--- src/ppc_defines.svh ---
// register map, field positions and reset values of the power control block
// assumes inclusion by the package and by the block's own modules
`ifndef PPC_DEFINES_SVH
`define PPC_DEFINES_SVH

// ---------------------------------------------------------------
// register map (byte addresses)
// ---------------------------------------------------------------
`define PPC_AW            12
`define PPC_ADDR_CTRL     12'hF80
`define PPC_ADDR_STAT     12'hF84

// ---------------------------------------------------------------
// power_control_0 fields
// ---------------------------------------------------------------
`define PPC_BIT_OPAMP     7
`define PPC_BIT_SUPPLY    4
`define PPC_BIT_TEMP      3
`define PPC_BIT_CMP_A     1
`define PPC_BIT_CMP_B     0
`define PPC_CTRL_RST      8'h80
`define PPC_CTRL_MASK     8'h9B

// ---------------------------------------------------------------
// status fields
// ---------------------------------------------------------------
`define PPC_STAT_LV       0
`define PPC_STAT_AO       1
`define PPC_STAT_LVD_EN   2
`define PPC_STAT_BOD_EN   3
`define PPC_STAT_MODE_LO  4
`define PPC_STAT_MODE_HI  5

// ---------------------------------------------------------------
// misc constants
// ---------------------------------------------------------------
`define PPC_ZERO8         8'h00
`define PPC_ZERO32        32'h0000_0000

`endif

--- src/ppc_pkg.sv ---
// types shared by the power control block
// assumes the defines header sits beside it
`include "ppc_defines.svh"

package ppc_pkg;

	// -----------------------------------------------------------
	// operating modes, driven by the stop/halt entry logic
	// -----------------------------------------------------------
	typedef enum logic [1:0] {
		PPC_MODE_ACTIVE = 2'b00,
		PPC_MODE_HALT   = 2'b01,
		PPC_MODE_STOP   = 2'b10
	} ppc_mode_type;

	// -----------------------------------------------------------
	// apb slave phases
	// -----------------------------------------------------------
	typedef enum logic {
		PPC_APB_IDLE   = 1'b0,
		PPC_APB_ANSWER = 1'b1
	} ppc_apb_type;

endpackage

--- src/ppc_top.sv ---
// peripheral power control register with apb slave and enable decode
// assumes pclk at 125 MHz, presetn for system resets, por_n only at power-on
//
// Our own choice: the APB register port.
`include "ppc_defines.svh"

module ppc_top (
	// clock and resets
	input  wire logic              pclk,
	input  wire logic              presetn,
	input  wire logic              por_n,
	// apb slave
	input  wire logic              psel,
	input  wire logic              penable,
	input  wire logic              pwrite,
	input  wire logic [11:0]       paddr,
	input  wire logic [31:0]       pwdata,
	input  wire logic [3:0]        pstrb,
	output logic [31:0]            prdata,
	output logic                   pready,
	output logic                   pslverr,
	// operating mode and flash option
	input  wire ppc_pkg::ppc_mode_type op_mode,
	input  wire logic              brownout_always_on,
	// analog detector output
	input  wire logic              low_voltage_raw,
	// circuit enables
	output logic                   lowpower_amp_en,
	output logic                   low_voltage_detector_en,
	output logic                   brownout_detector_en,
	output logic                   temp_sensor_en,
	output logic                   cmp_a_en,
	output logic                   cmp_b_en
);
	import ppc_pkg::*;

	// -----------------------------------------------------------
	// declarations
	// -----------------------------------------------------------
	logic [7:0]   ctrl_r;
	logic [7:0]   ctrl_nxt;
	logic [7:0]   stat_w;
	logic         ao_r;
	logic         low_voltage_sync;
	ppc_apb_type  apb_r;
	logic         wr_done;
	logic         ctrl_hit;
	logic         stat_hit;
	logic         bus_err;
	logic [31:0]  rd_word;
	logic         first_r;

	// -----------------------------------------------------------
	// decode functions
	// -----------------------------------------------------------
	function automatic logic is_stop(input ppc_mode_type m);
		is_stop = (m == PPC_MODE_STOP);
	endfunction

	// brown-out enable from monitor bit, option and mode
	function automatic logic bod_on(input logic off, input logic ao, input ppc_mode_type m);
		if (ao) begin
			bod_on = 1'b1;
		end else if (is_stop(m)) begin
			bod_on = 1'b0;
		end else begin
			bod_on = !off;
		end
	endfunction

	// byte lane 0 merge of a write
	function automatic logic [7:0] merge_byte(input logic [7:0] old, input logic [31:0] wd,
		input logic [3:0] st);
		merge_byte = st[0] ? (wd[7:0] & `PPC_CTRL_MASK) : old;
	endfunction

	// -----------------------------------------------------------
	// input conditioning
	// -----------------------------------------------------------
	ppc_sync u_lv_sync (
		.pclk     (pclk),
		.presetn  (presetn),
		.async_in (low_voltage_raw),
		.sync_out (low_voltage_sync)
	);

	// flash option, cleared by power-on reset, then sampled from brownout_always_on every cycle
	always_ff @(posedge pclk or negedge por_n) begin
		if (!por_n) begin
			ao_r <= 1'b0;
		end else begin
			ao_r <= brownout_always_on;
		end
	end

	// -----------------------------------------------------------
	// apb address decode
	// -----------------------------------------------------------
	always_comb begin
		ctrl_hit = 1'b0;
		stat_hit = 1'b0;
		if (paddr == `PPC_ADDR_CTRL) begin
			ctrl_hit = 1'b1;
		end else if (paddr == `PPC_ADDR_STAT) begin
			stat_hit = 1'b1;
		end
	end

	// unmapped, or write to the read-only status word
	assign bus_err = !(ctrl_hit || stat_hit) || (stat_hit && pwrite);
	assign wr_done = psel && penable && pready && pwrite && ctrl_hit;

	// -----------------------------------------------------------
	// status word
	// -----------------------------------------------------------
	always_comb begin
		stat_w                    = `PPC_ZERO8;
		stat_w[`PPC_STAT_LV]      = low_voltage_sync && low_voltage_detector_en;
		stat_w[`PPC_STAT_AO]      = ao_r;
		stat_w[`PPC_STAT_LVD_EN]  = low_voltage_detector_en;
		stat_w[`PPC_STAT_BOD_EN]  = brownout_detector_en;
		stat_w[`PPC_STAT_MODE_HI:`PPC_STAT_MODE_LO] = op_mode;
	end

	always_comb begin
		rd_word = `PPC_ZERO32;
		if (ctrl_hit) begin
			rd_word[7:0] = ctrl_r;
		end else if (stat_hit) begin
			rd_word[7:0] = stat_w;
		end
	end

	// -----------------------------------------------------------
	// apb handshake: one wait-free access phase
	// -----------------------------------------------------------
	always_ff @(posedge pclk or negedge presetn) begin
		if (!presetn) begin
			apb_r   <= PPC_APB_IDLE;
			pready  <= 1'b0;
			pslverr <= 1'b0;
			prdata  <= `PPC_ZERO32;
		end else begin
			case (apb_r)
				PPC_APB_IDLE: begin
					if (psel && !penable) begin
						apb_r   <= PPC_APB_ANSWER;
						pready  <= 1'b1;
						pslverr <= bus_err;
						prdata  <= (pwrite || bus_err) ? `PPC_ZERO32 : rd_word;
					end
				end
				PPC_APB_ANSWER: begin
					apb_r   <= PPC_APB_IDLE;
					pready  <= 1'b0;
					pslverr <= 1'b0;
				end
				default: begin
					apb_r  <= PPC_APB_IDLE;
					pready <= 1'b0;
				end
			endcase
		end
	end

	// -----------------------------------------------------------
	// power control register, power-on reset only
	// -----------------------------------------------------------
	always_comb begin
		ctrl_nxt = ctrl_r;
		if (wr_done) begin
			ctrl_nxt = merge_byte(ctrl_r, pwdata, pstrb);
		end
	end

	always_ff @(posedge pclk or negedge por_n) begin
		if (!por_n) begin
			ctrl_r <= `PPC_CTRL_RST;
		end else begin
			ctrl_r <= ctrl_nxt;
		end
	end

	// -----------------------------------------------------------
	// circuit enables
	// -----------------------------------------------------------
	always_ff @(posedge pclk or negedge por_n) begin
		if (!por_n) begin
			lowpower_amp_en         <= 1'b0;
			low_voltage_detector_en <= 1'b1;
			brownout_detector_en    <= 1'b1;
			temp_sensor_en          <= 1'b1;
			cmp_a_en                <= 1'b1;
			cmp_b_en                <= 1'b1;
		end else begin
			lowpower_amp_en         <= !ctrl_r[`PPC_BIT_OPAMP];
			low_voltage_detector_en <= !ctrl_r[`PPC_BIT_SUPPLY];
			brownout_detector_en    <= bod_on(ctrl_r[`PPC_BIT_SUPPLY], ao_r, op_mode);
			temp_sensor_en          <= !ctrl_r[`PPC_BIT_TEMP];
			cmp_a_en                <= !ctrl_r[`PPC_BIT_CMP_A];
			cmp_b_en                <= !ctrl_r[`PPC_BIT_CMP_B];
		end
	end

	// -----------------------------------------------------------
	// assertion helpers
	// -----------------------------------------------------------
	always_ff @(posedge pclk or negedge por_n) begin
		if (!por_n) begin
			first_r <= 1'b1;
		end else begin
			first_r <= 1'b0;
		end
	end

	// -----------------------------------------------------------
	// assertions
	// -----------------------------------------------------------
	property p_por_default;
		@(posedge pclk) disable iff (!por_n)
		first_r |-> (ctrl_r == `PPC_CTRL_RST) && !lowpower_amp_en;
	endproperty
	a_por_default: assert property (p_por_default)
		else $error("control register not at default after power-on");

	property p_sys_reset_keeps;
		@(posedge pclk) disable iff (!por_n)
		!presetn |=> $stable(ctrl_r);
	endproperty
	a_sys_reset_keeps: assert property (p_sys_reset_keeps)
		else $error("system reset changed the control register");

	property p_write_lands;
		@(posedge pclk) disable iff (!por_n || !presetn)
		(psel && penable && pready && pwrite && (paddr == `PPC_ADDR_CTRL) && pstrb[0])
		|=> ctrl_r == ($past(pwdata[7:0]) & `PPC_CTRL_MASK);
	endproperty
	a_write_lands: assert property (p_write_lands)
		else $error("control write did not store masked data");

	property p_opamp;
		@(posedge pclk) disable iff (!por_n)
		ctrl_r[`PPC_BIT_OPAMP] |=> !lowpower_amp_en ##1 1'b1;
	endproperty
	a_opamp: assert property (p_opamp)
		else $error("op amp enabled while disabled by control bit");

	property p_lvd;
		@(posedge pclk) disable iff (!por_n)
		1'b1 |=> low_voltage_detector_en == !$past(ctrl_r[`PPC_BIT_SUPPLY]);
	endproperty
	a_lvd: assert property (p_lvd)
		else $error("low-voltage detector enable does not follow monitor bit");

	property p_bod_ao;
		@(posedge pclk) disable iff (!por_n)
		ao_r |=> brownout_detector_en;
	endproperty
	a_bod_ao: assert property (p_bod_ao)
		else $error("brown-out off while always-on option set");

	property p_bod_stop;
		@(posedge pclk) disable iff (!por_n)
		(!ao_r && op_mode == PPC_MODE_STOP) |=> !brownout_detector_en;
	endproperty
	a_bod_stop: assert property (p_bod_stop)
		else $error("brown-out on in stop without always-on option");

	property p_bod_run;
		@(posedge pclk) disable iff (!por_n)
		(!ao_r && op_mode != PPC_MODE_STOP)
		|=> brownout_detector_en == !$past(ctrl_r[`PPC_BIT_SUPPLY]);
	endproperty
	a_bod_run: assert property (p_bod_run)
		else $error("brown-out enable wrong in active or halt");

	property p_small_en;
		@(posedge pclk) disable iff (!por_n)
		1'b1 |=> {temp_sensor_en, cmp_a_en, cmp_b_en} ==
			~{$past(ctrl_r[`PPC_BIT_TEMP]), $past(ctrl_r[`PPC_BIT_CMP_A]),
			$past(ctrl_r[`PPC_BIT_CMP_B])};
	endproperty
	a_small_en: assert property (p_small_en)
		else $error("sensor or comparator enable does not follow its bit");

	property p_lv_flag;
		@(posedge pclk) disable iff (!presetn || !por_n)
		!low_voltage_detector_en |-> !stat_w[`PPC_STAT_LV];
	endproperty
	a_lv_flag: assert property (p_lv_flag)
		else $error("low-voltage flag set while detector disabled");

	property p_apb_answer;
		@(posedge pclk) disable iff (!presetn)
		(psel && !penable) |=> pready ##1 !pready;
	endproperty
	a_apb_answer: assert property (p_apb_answer)
		else $error("apb answer not exactly one cycle after setup");

	property p_opamp_on;
		@(posedge pclk) disable iff (!por_n)
		!ctrl_r[`PPC_BIT_OPAMP] |=> lowpower_amp_en;
	endproperty
	a_opamp_on: assert property (p_opamp_on)
		else $error("op amp disabled while its control bit is clear");

	property p_strobe_off;
		@(posedge pclk) disable iff (!por_n || !presetn)
		(psel && penable && pready && pwrite && !pstrb[0]) |=> $stable(ctrl_r);
	endproperty
	a_strobe_off: assert property (p_strobe_off)
		else $error("control register changed by a write without lane 0 strobe");

	property p_refused;
		@(posedge pclk) disable iff (!presetn)
		(psel && penable && pready
			&& (((paddr != `PPC_ADDR_CTRL) && (paddr != `PPC_ADDR_STAT))
			|| (pwrite && (paddr == `PPC_ADDR_STAT))))
		|-> pslverr && (prdata == `PPC_ZERO32);
	endproperty
	a_refused: assert property (p_refused)
		else $error("refused access not answered with error and zero data");

	// settled detector output, synchroniser out of reset long enough
	property p_lv_live;
		@(posedge pclk) disable iff (!presetn || !por_n)
		(low_voltage_detector_en && $past(presetn, 4)
			&& (low_voltage_raw == $past(low_voltage_raw, 1))
			&& (low_voltage_raw == $past(low_voltage_raw, 2))
			&& (low_voltage_raw == $past(low_voltage_raw, 3))
			&& (low_voltage_raw == $past(low_voltage_raw, 4)))
		|-> stat_w[`PPC_STAT_LV] == low_voltage_raw;
	endproperty
	a_lv_live: assert property (p_lv_live)
		else $error("low-voltage flag does not follow a settled detector output");

endmodule // ppc_top

--- src/ppc_sync.sv ---
// three-stage synchroniser with agreement filter for one asynchronous level
// assumes the input comes from outside the pclk domain
module ppc_sync (
	// clock and reset
	input  wire logic pclk,
	input  wire logic presetn,
	// level in and out
	input  wire logic async_in,
	output logic      sync_out
);
	logic s1_r;
	logic s2_r;
	logic s3_r;

	always_ff @(posedge pclk or negedge presetn) begin
		if (!presetn) begin
			s1_r <= 1'b0;
			s2_r <= 1'b0;
			s3_r <= 1'b0;
		end else begin
			s1_r <= async_in;
			s2_r <= s1_r;
			s3_r <= s2_r;
		end
	end

	// change taken once second and third stage agree
	always_ff @(posedge pclk or negedge presetn) begin
		if (!presetn) begin
			sync_out <= 1'b0;
		end else if (s2_r == s3_r) begin
			sync_out <= s3_r;
		end
	end
endmodule // ppc_sync

--- config.mk ---
export PLATFORM = sky130hd
export DESIGN_NAME = ppc_top
export DESIGN_NICKNAME = d
export VERILOG_FILES = /design/src/ppc_pkg.sv /design/src/ppc_top.sv /design/src/ppc_sync.sv
export VERILOG_INCLUDE_DIRS = /design/src /design/src/src
export SDC_FILE = /design/constraint.sdc
export NUM_CORES = 1
export LEC_CHECK = 0
export BUFFER_PORTS_ARGS = -buffer_cell sky130_fd_sc_hd__buf_2
export CAP_MARGIN = 20
export CORE_ASPECT_RATIO = 1.75
export CORE_MARGIN = 2
export CORE_UTILIZATION = 43
export CTS_BUF_LIST = sky130_fd_sc_hd__clkbuf_4
export CTS_CLUSTER_SIZE = 24
export DETAILED_ROUTE_END_ITERATION = 7
export MAX_ROUTING_LAYER = met4
export PLACE_DENSITY = 0.89
export SLEW_MARGIN = 20
export SYNTH_ARGS = -nofsm -noshare
export SYNTH_HDL_FRONTEND = slang
export SYNTH_HIERARCHICAL = 1
export SYNTH_SLANG_ARGS = --single-unit
--- constraint.sdc ---
create_clock -name pclk -period 2.33 [get_ports pclk]
set_input_delay 0.233 -clock pclk [delete_from_list [all_inputs] [get_ports pclk]]
set_output_delay 0.233 -clock pclk [all_outputs]
set_load 0.02 [all_outputs]
==> metrics.txt <==
outcome finished clean; simple-gate portion of the synthesized area 12.2%; Synth top area share 41.0%; post-synthesis adder-cell area fraction 0.922%; Clk Latency, worst-skew pair 0.31 ns; GR Overflow Total 0; register area share after synthesis 53.9%; Synth Area in Compound Gates 6.05%; Slowest-stage cell, CP or3b_1; unrepaired setup endpoints after global routing false; CP required 2.56 ns; crit path from apb_r$_DFF_PN0_; Routed Antenna Nets 0; DRC viols 0; die height 74.5 um; initial antenna violation count 0; PD cells 613 nW/um^2; vias in the first global route 797; Hold Buf Count CTS 2; switching share of power 23.8%; CTS sink cnt 26; Worst path max stage delay 0.51 ns; fillcell total 252; H-tree Lvls 1; Achievable Freq 659 MHz; DP Worst Slack 0.821 ns; CTS tree built; # setup viols final 0; Area contributors post-synth dfrtp_1, buf_4, dfstp_2; Crit Path Max Fanout 9; yosys warns 6; Tot Pwr 882 uW; PortBufs 42; First-pass DRT Iterations 4; Avg WL per Cell 12.6 um; Final #Nets 208; final RePlAce weighted congestion 0.773; Total Neg Setup Slack 0 ns; via count 821; synthesized flop and latch total 26; Leakage Power 0.766 nW; maximum capacitance violations 0; worst setup slack after layout 0.813 ns; antenna diode count 0; CP Depth 4; WHS 0.0165 ns; Clock Skew 0.00214 ns; pin count of the biggest net entering global routing 16; PostCTS Resize Cnt 0; syn_area_per_cell 11.9 um^2; Clock transition at path regs 0.13 ns; first-pass GRT wire length 3460 um; Initial Util 45.4%; final wirelength 2210 um; Max Root-Sink Buffers 2; critical path class flip-flop to flip-flop; Final Max Tran Viols 0; Worst VDD drop 0.000347 V; Via density 4.66; XOR/XNOR Fraction of Synth Area 0%; wire length on met3 159 um; most common cell in the netlist buf_4; Int Pwr 673 uW; crit path launch type flip-flop; HPWL Detailed 1900 um; Die ar. 3300 um^2; area grow syn2layout 17.9%; Post-CTS Repair Setup Buffers 0; Initial DRC Count 9; min-delay src low_voltage_raw; Post-synth EDFFs 0; Switch Pwr 210 uW; root buf cell clkbuf_4; Overall Global Routing Usage 15.2%; WHS Path Cells 1; Hold Vio Cnt, Final 0; area leader, netlist dfrtp_1; critical-path cell list or3b_1, nor2_2, nand2_1, o31ai_2; Netlist Area Pre-Place 1220 um^2; Final Cycle Share 65.1%; Worst Hold Class primary input to flip-flop; layout cells sized above 1 41.6%; R2R depth 4; ys flop type dfrtp_1; Die X-Extent 44.3 um; Combinational Power Share 12.5%; area of the multi-input gates 433 um^2; Crit path buffers/inverters 0; ys async rst share 100%; Synth cell types 26; num rows 25; delay-heaviest family, CP simple AND/OR/NAND/NOR gates; CP endpoint kind flip-flop; met2 WL 1250 um; R2R Path Start apb_r$_DFF_PN0_; main combinational cell family by area after synthesis buffers and inverters; Reg area 658 um^2; fin crit period 1.52 ns; Seq pwr share 53.5%; cell count after synthesis 103; clock share of power 34.1%; Top Ports 98; Post-synth top cells buf_4, dfrtp_1, nand2_1; Worst EP arrival 1.75 ns; total CTS buffers 3; wire length on met1 744 um; mux cell area share after synthesis 8.61%; top sig layer met4; core area 2690 um^2
stage by stage:
step / area, um^2 / utilization, % / std cells
floorplan: 1310 / - / 127
global placement: 1360 / 50.5 / 169
detailed placement: 1360 / 50.5 / 169
CTS: 1430 / 53.2 / 175
global route: 1440 / 53.5 / 176
finish: 1440 / 53.5 / 176
placed cells by master, fill, tap and decap left out, types with 3 or more instances in the layout:
master	instances
inv_1	6
nor2_1	3
dfrtp_1	20
conb_1	25
o21ai_0	6
buf_2	42
mux2i_1	3
dlygate4sd3_1	3
mux2_4	5
nand2_1	10
clkbuf_4	3
dfstp_2	6
logic make-up (layout without fill, tap and decap cells):
logic type / Yosys count / count (layout)
AND/OR/NAND/NOR: 23 / 23
buffers and inverters: 33 / 55
adder cells (fa/ha/maj): 1 / 1
AO/OA/AOI/OAI: 11 / 11
multiplexers: 8 / 8
other: 1 / 25
flip-flops: 26 / 26
worst paths after layout:
kind / endpoint / slack, ns
setup / recovery: prdata[7]$_DFFE_PN0P_ / 0.81
hold / removal: u_lv_sync/s1_r$_DFF_PN0_ / 0.02
setup reg to reg: prdata[7]$_DFFE_PN0P_ / 0.81
hold reg to reg: u_lv_sync/s2_r$_DFF_PN0_ / 0.39
max in group asynchronous: low_voltage_detector_en$_DFF_PN1_ / 1.77
min in group asynchronous: lowpower_amp_en$_DFF_PN0_ / 0.29
flip-flops by register name, summed over array words and instances, names as in the netlist:
name and count:
brownout_detector_en 1, pready 1, cmp_a_en 1, u_lv_sync/s2_r 1, pslverr 1, u_lv_sync/sync_out 1, apb_r 1, prdata 7
cmp_b_en 1, low_voltage_detector_en 1, u_lv_sync/s1_r 1, u_lv_sync/s3_r 1, ao_r 1, ctrl_r 5, lowpower_amp_en 1, temp_sensor_en 1
cell type report:
| class | instances | area share (%) |
|---|---|---|
| clock buffer | 3 | 1.56 |
| clock inverter | 1 | 2.09 |
| inverter | 6 | 1.56 |
| multi-input combinational | 68 | 30.1 |
| sequential | 26 | 45.7 |
| tap | 27 | 2.35 |
| timing repair buffer | 45 | 16.7 |
power groups by stage:
stage | Clock (mW) | Sequential [mW] | Combinational (mW)
after floorplan | 0 | 0.485 | 0.0899
after global placement | 0 | 0.479 | 0.102
after detailed placement | 0 | 0.480 | 0.106
after CTS | 0.307 | 0.472 | 0.109
after global routing | 0.322 | 0.473 | 0.121
final | 0.300 | 0.472 | 0.110
metal layers:
| metal | up-vias | global-route usage [%] |
|---|---|---|
| met1 | 397 | 14.4 |
| met2 | 38 | 27.8 |
| met4 | 0 | 9.43 |
| met3 | 4 | 2.18 |
| li1 | 382 | - |
| met5 | - | - |
Power figures use the tool's default switching activity.
